## src/irq_map_pkg.sv

```systemverilog
package irq_map_pkg;
   localparam int unsigned num_lines = 24;
   localparam int unsigned num_ext = 8;
   localparam int unsigned num_per = 13;
   localparam int unsigned line_w = 5;
   // upper-byte vector address of line n; lower byte is the next address
   localparam logic [15:0] vector_base = 16'hFFFA;
   localparam logic [15:0] vector_step = 16'h0002;
   // level fields reset to lowest priority (3)
   localparam logic [1:0] level_reset = 2'h3;
   localparam logic [1:0] cpu_level_reset = 2'h3;
   // request lines of named sources and of the three unused lines
   localparam logic [4:0] line_uart_sio = 5'h04;
   localparam logic [4:0] line_timer0_low = 5'h05;
   localparam logic [4:0] line_timer0_high = 5'h06;
   localparam logic [4:0] line_lin_rx = 5'h07;
   localparam logic [4:0] line_lin_tx = 5'h08;
   localparam logic [4:0] line_pulsegen1_low = 5'h09;
   localparam logic [4:0] line_pulsegen1_high = 5'h0A;
   localparam logic [4:0] line_unused_a = 5'h0B;
   localparam logic [4:0] line_pulsegen0_high = 5'h0C;
   localparam logic [4:0] line_pulsegen0_low = 5'h0D;
   localparam logic [4:0] line_timer1_high = 5'h0E;
   localparam logic [4:0] line_pulse16 = 5'h0F;
   localparam logic [4:0] line_twowire = 5'h10;
   localparam logic [4:0] line_unused_b = 5'h11;
   localparam logic [4:0] line_converter = 5'h12;
   localparam logic [4:0] line_timebase = 5'h13;
   localparam logic [4:0] line_watch = 5'h14;
   localparam logic [4:0] line_unused_c = 5'h15;
   localparam logic [4:0] line_timer1_low = 5'h16;
   localparam logic [4:0] line_flash = 5'h17;
endpackage

```

## src/interrupt_vector_priority_map.sv

```systemverilog
`timescale 1ns/1ps
// Summary of operation
// timer0 low half drives line 5, FFF0/FFF1
// timer0 high half drives line 6, FFEE/FFEF
// timer1 high half drives line 14, FFDE/FFDF
// timer1 low half drives line 22, FFCE/FFCF
// pulsegen1 low half drives line 9, FFE8/FFE9
// pulsegen1 high half drives line 10, FFE6/FFE7
// pulsegen0 high half drives line 12, FFE2/FFE3
// pulsegen0 low half drives line 13, FFE0/FFE1
// equal levels: lowest line number wins
// ext n, n+4 share line n; 11,17,21 idle
// forward only when level outranks cpu level
module interrupt_vector_priority_map (
   input wire logic clk_in,
   input wire logic arst_n_in,
   input wire logic [7:0] ext_req_in,
   input wire logic uart_sio_req_in,
   input wire logic timer0_low_req_in,
   input wire logic timer0_high_req_in,
   input wire logic lin_rx_req_in,
   input wire logic lin_tx_req_in,
   input wire logic pulsegen1_low_req_in,
   input wire logic pulsegen1_high_req_in,
   input wire logic pulsegen0_high_req_in,
   input wire logic pulsegen0_low_req_in,
   input wire logic timer1_high_req_in,
   input wire logic pulse16_req_in,
   input wire logic twowire_req_in,
   input wire logic converter_req_in,
   input wire logic timebase_req_in,
   input wire logic watch_req_in,
   input wire logic timer1_low_req_in,
   input wire logic flash_req_in,
   input wire logic [47:0] level_fields_in,
   input wire logic [1:0] cpu_level_in,
   output logic [23:0] line_req_out,
   output logic irq_out,
   output logic [4:0] irq_line_out,
   output logic [1:0] irq_level_out,
   output logic [15:0] vector_upper_addr_out,
   output logic [15:0] vector_lower_addr_out
);
   // level fields arrive as a plain port; no address decode lives here
   logic [23:0] lines;
   logic [3:0] ext_lines;
   logic [23:0] eligible;
   logic [47:0] level_reg;
   logic [1:0] cpu_level_reg;
   logic [4:0] win_line;
   logic [1:0] win_level;
   logic [1:0] level_field_timer0_low;
   logic [1:0] level_field_timer0_high;
   logic [1:0] level_field_timer1_high;
   logic [1:0] level_field_timer1_low;
   logic [1:0] level_field_pulsegen1_low;
   logic [1:0] level_field_pulsegen1_high;
   logic [1:0] level_field_pulsegen0_high;
   logic [1:0] level_field_pulsegen0_low;

   // 2-bit level of one line out of the packed 48-bit field vector
   function automatic logic [1:0] level_of(input logic [47:0] fields, input logic [4:0] line);
      int unsigned base;
      base = 32'(line) << 1;
      level_of = fields[base +: 2];
   endfunction

   function automatic logic [15:0] upper_addr(input logic [4:0] line);
      logic [15:0] offset;
      offset = 16'(line) * irq_map_pkg::vector_step;
      upper_addr = irq_map_pkg::vector_base - offset;
   endfunction

   // lower byte always sits at the odd address right after the upper one
   function automatic logic [15:0] lower_addr(input logic [4:0] line);
      lower_addr = upper_addr(line) + 16'h0001;
   endfunction

   // external channels n and n+4 fold onto one line
   for (genvar n = 0; n < 4; n++) begin : g_ext_fold
      assign ext_lines[n] = ext_req_in[n] | ext_req_in[n + 4];
   end

   // source-to-line mapping; unused lines tie low
   always_comb begin
      lines = 24'h00_0000;
      lines[3:0] = ext_lines;
      lines[irq_map_pkg::line_uart_sio] = uart_sio_req_in;
      lines[irq_map_pkg::line_timer0_low] = timer0_low_req_in;
      lines[irq_map_pkg::line_timer0_high] = timer0_high_req_in;
      lines[irq_map_pkg::line_lin_rx] = lin_rx_req_in;
      lines[irq_map_pkg::line_lin_tx] = lin_tx_req_in;
      lines[irq_map_pkg::line_pulsegen1_low] = pulsegen1_low_req_in;
      lines[irq_map_pkg::line_pulsegen1_high] = pulsegen1_high_req_in;
      lines[irq_map_pkg::line_pulsegen0_high] = pulsegen0_high_req_in;
      lines[irq_map_pkg::line_pulsegen0_low] = pulsegen0_low_req_in;
      lines[irq_map_pkg::line_timer1_high] = timer1_high_req_in;
      lines[irq_map_pkg::line_pulse16] = pulse16_req_in;
      lines[irq_map_pkg::line_twowire] = twowire_req_in;
      lines[irq_map_pkg::line_converter] = converter_req_in;
      lines[irq_map_pkg::line_timebase] = timebase_req_in;
      lines[irq_map_pkg::line_watch] = watch_req_in;
      lines[irq_map_pkg::line_timer1_low] = timer1_low_req_in;
      lines[irq_map_pkg::line_flash] = flash_req_in;
      lines[irq_map_pkg::line_unused_a] = 1'b0;
      lines[irq_map_pkg::line_unused_b] = 1'b0;
      lines[irq_map_pkg::line_unused_c] = 1'b0;
   end

   // level fields registered so priority sees a stable snapshot each cycle
   always_ff @(posedge clk_in or negedge arst_n_in) begin
      if (!arst_n_in) begin
         level_reg <= {24{irq_map_pkg::level_reset}};
      end else begin
         level_reg <= level_fields_in;
      end
   end

   // cpu level takes the same one-cycle delay as the fields
   always_ff @(posedge clk_in or negedge arst_n_in) begin
      if (!arst_n_in) begin
         cpu_level_reg <= irq_map_pkg::cpu_level_reset;
      end else begin
         cpu_level_reg <= cpu_level_in;
      end
   end

   // named views of the timer and pulse generator level fields
   assign level_field_timer0_low = level_of(level_reg, irq_map_pkg::line_timer0_low);
   assign level_field_timer0_high = level_of(level_reg, irq_map_pkg::line_timer0_high);
   assign level_field_timer1_high = level_of(level_reg, irq_map_pkg::line_timer1_high);
   assign level_field_timer1_low = level_of(level_reg, irq_map_pkg::line_timer1_low);
   assign level_field_pulsegen1_low = level_of(level_reg, irq_map_pkg::line_pulsegen1_low);
   assign level_field_pulsegen1_high = level_of(level_reg, irq_map_pkg::line_pulsegen1_high);
   assign level_field_pulsegen0_high = level_of(level_reg, irq_map_pkg::line_pulsegen0_high);
   assign level_field_pulsegen0_low = level_of(level_reg, irq_map_pkg::line_pulsegen0_low);

   // per-source levels feed the picker through their own fields
   logic [47:0] pick_levels;
   always_comb begin
      pick_levels = level_reg;
      pick_levels[2*irq_map_pkg::line_timer0_low +: 2] = level_field_timer0_low;
      pick_levels[2*irq_map_pkg::line_timer0_high +: 2] = level_field_timer0_high;
      pick_levels[2*irq_map_pkg::line_timer1_high +: 2] = level_field_timer1_high;
      pick_levels[2*irq_map_pkg::line_timer1_low +: 2] = level_field_timer1_low;
      pick_levels[2*irq_map_pkg::line_pulsegen1_low +: 2] = level_field_pulsegen1_low;
      pick_levels[2*irq_map_pkg::line_pulsegen1_high +: 2] = level_field_pulsegen1_high;
      pick_levels[2*irq_map_pkg::line_pulsegen0_high +: 2] = level_field_pulsegen0_high;
      pick_levels[2*irq_map_pkg::line_pulsegen0_low +: 2] = level_field_pulsegen0_low;
   end

   // serial scan is the long path; the line, level and vector outputs wait on it, irq_out does not
   irq_priority_pick pick (
      .pend_in(lines),
      .level_in(pick_levels),
      .found_out(),
      .line_out(win_line),
      .level_out(win_level)
   );

   // a line may go to the cpu only when its level beats the cpu's own level
   for (genvar i = 0; i < irq_map_pkg::num_lines; i++) begin : g_eligible
      logic [1:0] line_level;
      assign line_level = level_of(pick_levels, 5'(i));
      assign eligible[i] = lines[i] && (line_level < cpu_level_reg);
   end

   // raw lines, one cycle behind the sources, for the cpu's pending view
   always_ff @(posedge clk_in or negedge arst_n_in) begin
      if (!arst_n_in) begin
         line_req_out <= 24'h00_0000;
      end else begin
         line_req_out <= lines;
      end
   end

   // level 0 is most urgent; a line at the cpu's own level is held off
   // parallel per-line compare keeps irq_out off the picker's serial scan
   always_ff @(posedge clk_in or negedge arst_n_in) begin
      if (!arst_n_in) begin
         irq_out <= 1'b0;
      end else begin
         irq_out <= |eligible;
      end
   end

   // winner shown even when held off, so the cpu sees what is waiting
   always_ff @(posedge clk_in or negedge arst_n_in) begin
      if (!arst_n_in) begin
         irq_line_out <= 5'h00;
      end else begin
         irq_line_out <= win_line;
      end
   end

   // idle reads as the least urgent level
   always_ff @(posedge clk_in or negedge arst_n_in) begin
      if (!arst_n_in) begin
         irq_level_out <= irq_map_pkg::level_reset;
      end else begin
         irq_level_out <= win_level;
      end
   end

   // vector pair follows the winner whether forwarded or not
   always_ff @(posedge clk_in or negedge arst_n_in) begin
      if (!arst_n_in) begin
         vector_upper_addr_out <= 16'h0000;
      end else begin
         vector_upper_addr_out <= upper_addr(win_line);
      end
   end

   always_ff @(posedge clk_in or negedge arst_n_in) begin
      if (!arst_n_in) begin
         vector_lower_addr_out <= 16'h0000;
      end else begin
         vector_lower_addr_out <= lower_addr(win_line);
      end
   end
endmodule // interrupt_vector_priority_map

```

## src/irq_priority_pick.sv

```systemverilog
`timescale 1ns/1ps
// fixed-order pick of the winning line among those at the best level
module irq_priority_pick (
   input wire logic [23:0] pend_in,
   input wire logic [47:0] level_in,
   output logic found_out,
   output logic [4:0] line_out,
   output logic [1:0] level_out
);
   always_comb begin
      found_out = 1'b0;
      line_out = 5'h00;
      level_out = 2'h3;
      // descending scan; the non-strict compare lets the lower index take ties
      for (int i = 23; i >= 0; i--) begin
         if (pend_in[i] && (!found_out || level_in[2*i +: 2] <= level_out)) begin
            found_out = 1'b1;
            line_out = 5'(i);
            level_out = level_in[2*i +: 2];
         end
      end
   end
endmodule // irq_priority_pick

```

## config.mk

```make
export PLATFORM = sky130hd
export DESIGN_NAME = interrupt_vector_priority_map
export DESIGN_NICKNAME = d
export VERILOG_FILES = /design/src/irq_map_pkg.sv /design/src/interrupt_vector_priority_map.sv /design/src/irq_priority_pick.sv
export SDC_FILE = /design/constraint.sdc
export NUM_CORES = 1
export LEC_CHECK = 0
export BUFFER_PORTS_ARGS = -buffer_cell sky130_fd_sc_hd__buf_2
export CORE_ASPECT_RATIO = 0.7
export CORE_UTILIZATION = 55
export DETAILED_ROUTE_END_ITERATION = 8
export GPL_TIMING_DRIVEN = 0
export HOLD_SLACK_MARGIN = 0.15
export PLACE_DENSITY = 0.81
export SYNTH_ARGS = -nofsm -noshare
export SYNTH_HDL_FRONTEND = slang
export SYNTH_HIERARCHICAL = 1
export SYNTH_SLANG_ARGS = --single-unit
```

## constraint.sdc

```tcl
create_clock -name clk_in -period 29.1 [get_ports clk_in]
set_input_delay 4.365 -clock clk_in [delete_from_list [all_inputs] [get_ports clk_in]]
set_output_delay 4.365 -clock clk_in [all_outputs]
set_load 0.05 [all_outputs]
```

=== Yosys cells after proc, flatten, opt, wreduce, memory -nomap -nowiden ===
Cells that the tools add are included.

* Bits in registers: 111
* Output and inout bits: 64

* $lt $le $gt $ge: 41
* Multiplexer cells: 62
* Add/subtract/negate cells: 2
* Bitwise gates (word level): 4
* Reductions and logical operators: 82

{| class="wikitable"
|+ Operators by type and width
! kind !! number
|-
| 5-bit 2-to-1 mux || 21
|-
| 2-bit less-than comparator || 21
|-
| 2-bit 2-to-1 mux || 21
|-
| 1-bit logical AND || 41
|-
| 2-bit <= comparator || 20
|-
| 21-bit OR reduction || 1
|-
| 1-bit zero test || 20
|-
| 1-bit logical OR || 20
|-
| 1-bit 2-to-1 mux || 20
|-
| 16-bit by 1-bit adder with 16-bit output (second input constant) || 1
|-
| 4-bit by 7-bit subtractor with 8-bit output (first input constant) || 1
|-
| 1-bit bitwise OR || 4
|}

=== Longest topological paths before layout ===
* Depth after elaboration: 83
* Mapped depth: 159
* Mapped depth without buffers: 158

=== By module ===
The synthesis kept the hierarchy.

{| class="wikitable"
|+ By module, submodules not included
! module !! sequential area each (sq um) !! times used !! cells each !! area an instance (sq um)
|-
| interrupt_vector_priority_map || 2192.1 || 1 || 207 || 3109.2
|-
| irq_priority_pick || 0.0 || 1 || 400 || 2682.6
|}

=== Worst setup path after synthesis ===
Ideal clock, no wire load.

* Path type: in2reg
* From: input port flash_req_in
* To: register vector_lower_addr_out[5]
* Stages on the path: 129
* Arrival: 27920 ps
* Setup slack: 1039 ps
* Path buffers: 2
* Required time: 28958 ps
* Path through: nor2b_1 ha_1 nor2b_1 o21a_1 o31a_1 a21oi_1 ha_1 nor2b_1 o221ai_2 a22oi_1 a221oi_4 ha_1 nor2b_1 o211ai_1 nand2_1 o21ai_0 ha_1 a32oi_1 [93 not listed] nand2_1 nand3_1 o21bai_1 and2_1 ha_1 nand2_1 o21ai_0 o21ai_0 nor2_1 a31o_2 ha_1 nand2_1 o21ai_0 o21ai_0 nand2_1 nor4_1 nand3_1 xor2_1

* Word-level cells in the longest chain between the ends: 83

{| class="wikitable"
|+ Ends and longest elaborated chain
! item !! line !! source
|-
| from (decl) || interrupt_vector_priority_map.sv:34 || <nowiki>input wire logic flash_req_in,</nowiki>
|-
| 2-bit 2-to-1 mux or 1-bit 2-to-1 mux (tied branches) || irq_priority_pick.sv:16 || <nowiki>if (pend_in[i] && (!found_out || level_in[2*i +: 2] <= level_out)) begin</nowiki>
|-
| 2-bit <= comparator or 1-bit zero test (tied branches) || irq_priority_pick.sv:16 ||
|-
| 1-bit logical OR || irq_priority_pick.sv:16 ||
|-
| 1-bit logical AND || irq_priority_pick.sv:16 ||
|-
| 2-bit 2-to-1 mux or 1-bit 2-to-1 mux (tied branches) || irq_priority_pick.sv:16 ||
|-
| 2-bit <= comparator or 1-bit zero test (tied branches) || irq_priority_pick.sv:16 ||
|-
| 1-bit logical OR || irq_priority_pick.sv:16 ||
|-
| 1-bit logical AND || irq_priority_pick.sv:16 ||
|-
| [68 not listed] || n/a ||
|-
| 2-bit 2-to-1 mux or 1-bit 2-to-1 mux (tied branches) || irq_priority_pick.sv:16 ||
|-
| 2-bit <= comparator or 1-bit zero test (tied branches) || irq_priority_pick.sv:16 ||
|-
| 1-bit logical OR || irq_priority_pick.sv:16 ||
|-
| 1-bit logical AND || irq_priority_pick.sv:16 ||
|-
| 5-bit 2-to-1 mux * || irq_priority_pick.sv:16 ||
|-
| via win_line[3] || interrupt_vector_priority_map.sv:50 || <nowiki>logic [4:0] win_line;</nowiki>
|-
| 4-bit by 7-bit subtractor with 8-bit output * || interrupt_vector_priority_map.sv:71 || <nowiki>upper_addr = irq_map_pkg::vector_base - offset;</nowiki>
|-
| 16-bit by 1-bit adder with 16-bit output * || interrupt_vector_priority_map.sv:76 || <nowiki>lower_addr = upper_addr(line) + 16'h0001;</nowiki>
|-
| to (signal assigned) || interrupt_vector_priority_map.sv:218 || <nowiki>vector_lower_addr_out <= lower_addr(win_line);</nowiki>
|-
| to (decl) || interrupt_vector_priority_map.sv:42 || <nowiki>output logic [15:0] vector_lower_addr_out</nowiki>
|}

Mark *: on every way through the listed nets, which the timed path passes. The rest lies on a longest branch.

=== Worst setup path in the final report ===
* From: input port flash_req_in
* To: register vector_lower_addr_out[4]

The elaborated chain is that of the path after synthesis.

==> impl_metrics.tcl <==
set metrics [dict create \
    cts_tree "done" \
    pre_cts_ws_ns -3.94 \
    drc 0 \
    clkLatencyLatePin_ns 0.35 \
    grt_pass1_vias 5210 \
    crit_fanout 9 \
    syn_area_um2 5790 \
    skew_ns 0.00920 \
    clockBufferDepth 2 \
    gp_congestion 0.940 \
    worst_pin_slew_ns 0.867 \
    clk_pin_slew_ns 0.07 \
    cts.sinks 85 \
    slew_headroom_pct 42.1 \
    finalSetupViolCount 0 \
    htree_levels 3 \
    nets 967 \
    core-area_um2 9950 \
    cts_hold_repair.buffers 0 \
    cpMostUsedCell "ha_1" \
    required_ns 29.36 \
    cpPeakStageDelay_ns 0.38 \
    grt_max_degree 45 \
    drt_iter0_drc 766 \
    final_cell_mix "buf_2, buf_4, ha_1, dfstp_2" \
    initial_core_util_pct 58.2 \
    largest_register_ffs 48 \
    die_area_um2 10900 \
    wire_per_inst_um 18.5 \
    area_delta_synth_final_pct 35.4 \
    port_buffers 136 \
    crit_path_end_kind "flip-flop" \
    grt_first_pass_wirelength_um 25600 \
    drt_wl_total_um 17700 \
    crit_path_end "vector_lower_addr_out[4]" \
    io_pins 141 \
    synth_area_per_cell_um2 9.55 \
    critPathSlowestCell "a21oi_1" \
    synth_warnings 6 \
    worst_r2r_endpoint "vector_lower_addr_out[4]" \
    dr.pass1.iters 6 \
    vias_per_cell 6.05 \
    fin_ws_ns 0.479 \
    antenna_found_initial 0 \
    antenna_cells 0 \
    track_usage_pct 29.9 \
    fin_crit_ns 28.62 \
    r2r_slack_ns 4.19 \
    reg2reg_depth 134 \
    crit_start "flash_req_in" \
    r2r-start "level_reg[47]" \
    cts_made_buffers 9 \
    startpoint_type "primary input" \
    die_w_um 125 \
    layout-drive-gt1-share_pct 46.7 \
    hold_viol_final 0 \
    final_common_cell "buf_2" \
    status "finished, final reports clean" \
    synth_cells 606 \
    postRouteAntennaNets 0 \
    ctsRootBufferMaster "clkbuf_16" \
    worstPathArrival_ns 28.88 \
    fin_crit_sh_pct 98.4 \
    drv_slew 0 \
    gr-total-overflow 0 \
    maxCapViolations 0 \
    num_rows 30 \
    via_count 5774 \
    die_h_um 87.8 \
    fmaxAchievable_ghz 0.0349 \
    hpwl_um 12000 \
    crit_type "in2reg" \
    worstHoldPathType "reg2reg" \
]
worst min-delay path by stage:
stage | from | endpoint | slack (ns) | cells after the start
floorplan | level_reg[2] | irq_level_out[0] | 0.68 | 3
global placement | level_reg[2] | irq_level_out[0] | 0.71 | 3
detailed placement | level_reg[2] | irq_level_out[0] | 0.71 | 3
CTS | level_reg[2] | irq_level_out[0] | 0.72 | 3
global route | level_reg[2] | irq_level_out[0] | 0.78 | 3
finish | level_reg[2] | irq_level_out[0] | 0.76 | 3
routing by layer:
layer | vias to the layer above | part of all wire [%] | GRT usage (%)
li1 | 2576 | - | -
met1 | 2735 | 42 | 41.1
met2 | 391 | 46 | 47.5
met3 | 72 | 9.6 | 5.99
met4 | 0 | 2.8 | 10.4
met5 | - | 0 | 0
repair_timing:
action / 4_1_cts / 5_1_grt
resized for setup: 51 / 71
endpoints found under the setup margin: 12 / 12
setup buffers: 9 / 39
gates cloned: 1 / 0
pin swaps: 9 / 52
metrics by stage:
step                      TNS (ns)  instance area (µm²)  utilization [%]  std cells  hold slack [ns]
after floorplan                  0                 5860                -        625            0.675
after global placement      -32.64                 6700             67.3        889            0.709
after detailed placement    -41.38                 6720             67.6        890            0.711
after CTS                        0                 7300             73.4        916            0.718
after global routing         -3.80                 7840             78.8        955            0.784
final                            0                 7840             78.8        955            0.760
worst max-delay path: cells and delay by family:
| family | cells | cell delay [ns] |
|---|---|---|
| xor+xnor | 1 | 0.13 |
| mux | 5 | 1.29 |
| compound gates | 60 | 10.73 |
| fa+ha+maj | 21 | 6.01 |
| simple gates | 41 | 5.64 |
| buf+inv | 7 | 0.71 |
cell type report:
type,count,area (µm²)
tap,128,160
clock buffer,10,239
buffer,32,240
timing repair buffer,185,1070
sequential,85,2190
inverter,51,193
clock inverter,6,93.8
multi-input combinational,458,3650
fill,615,2110
Power is not shown: default switching activity piles up to over one toggle a cycle in this logic, so the estimate is an artifact.
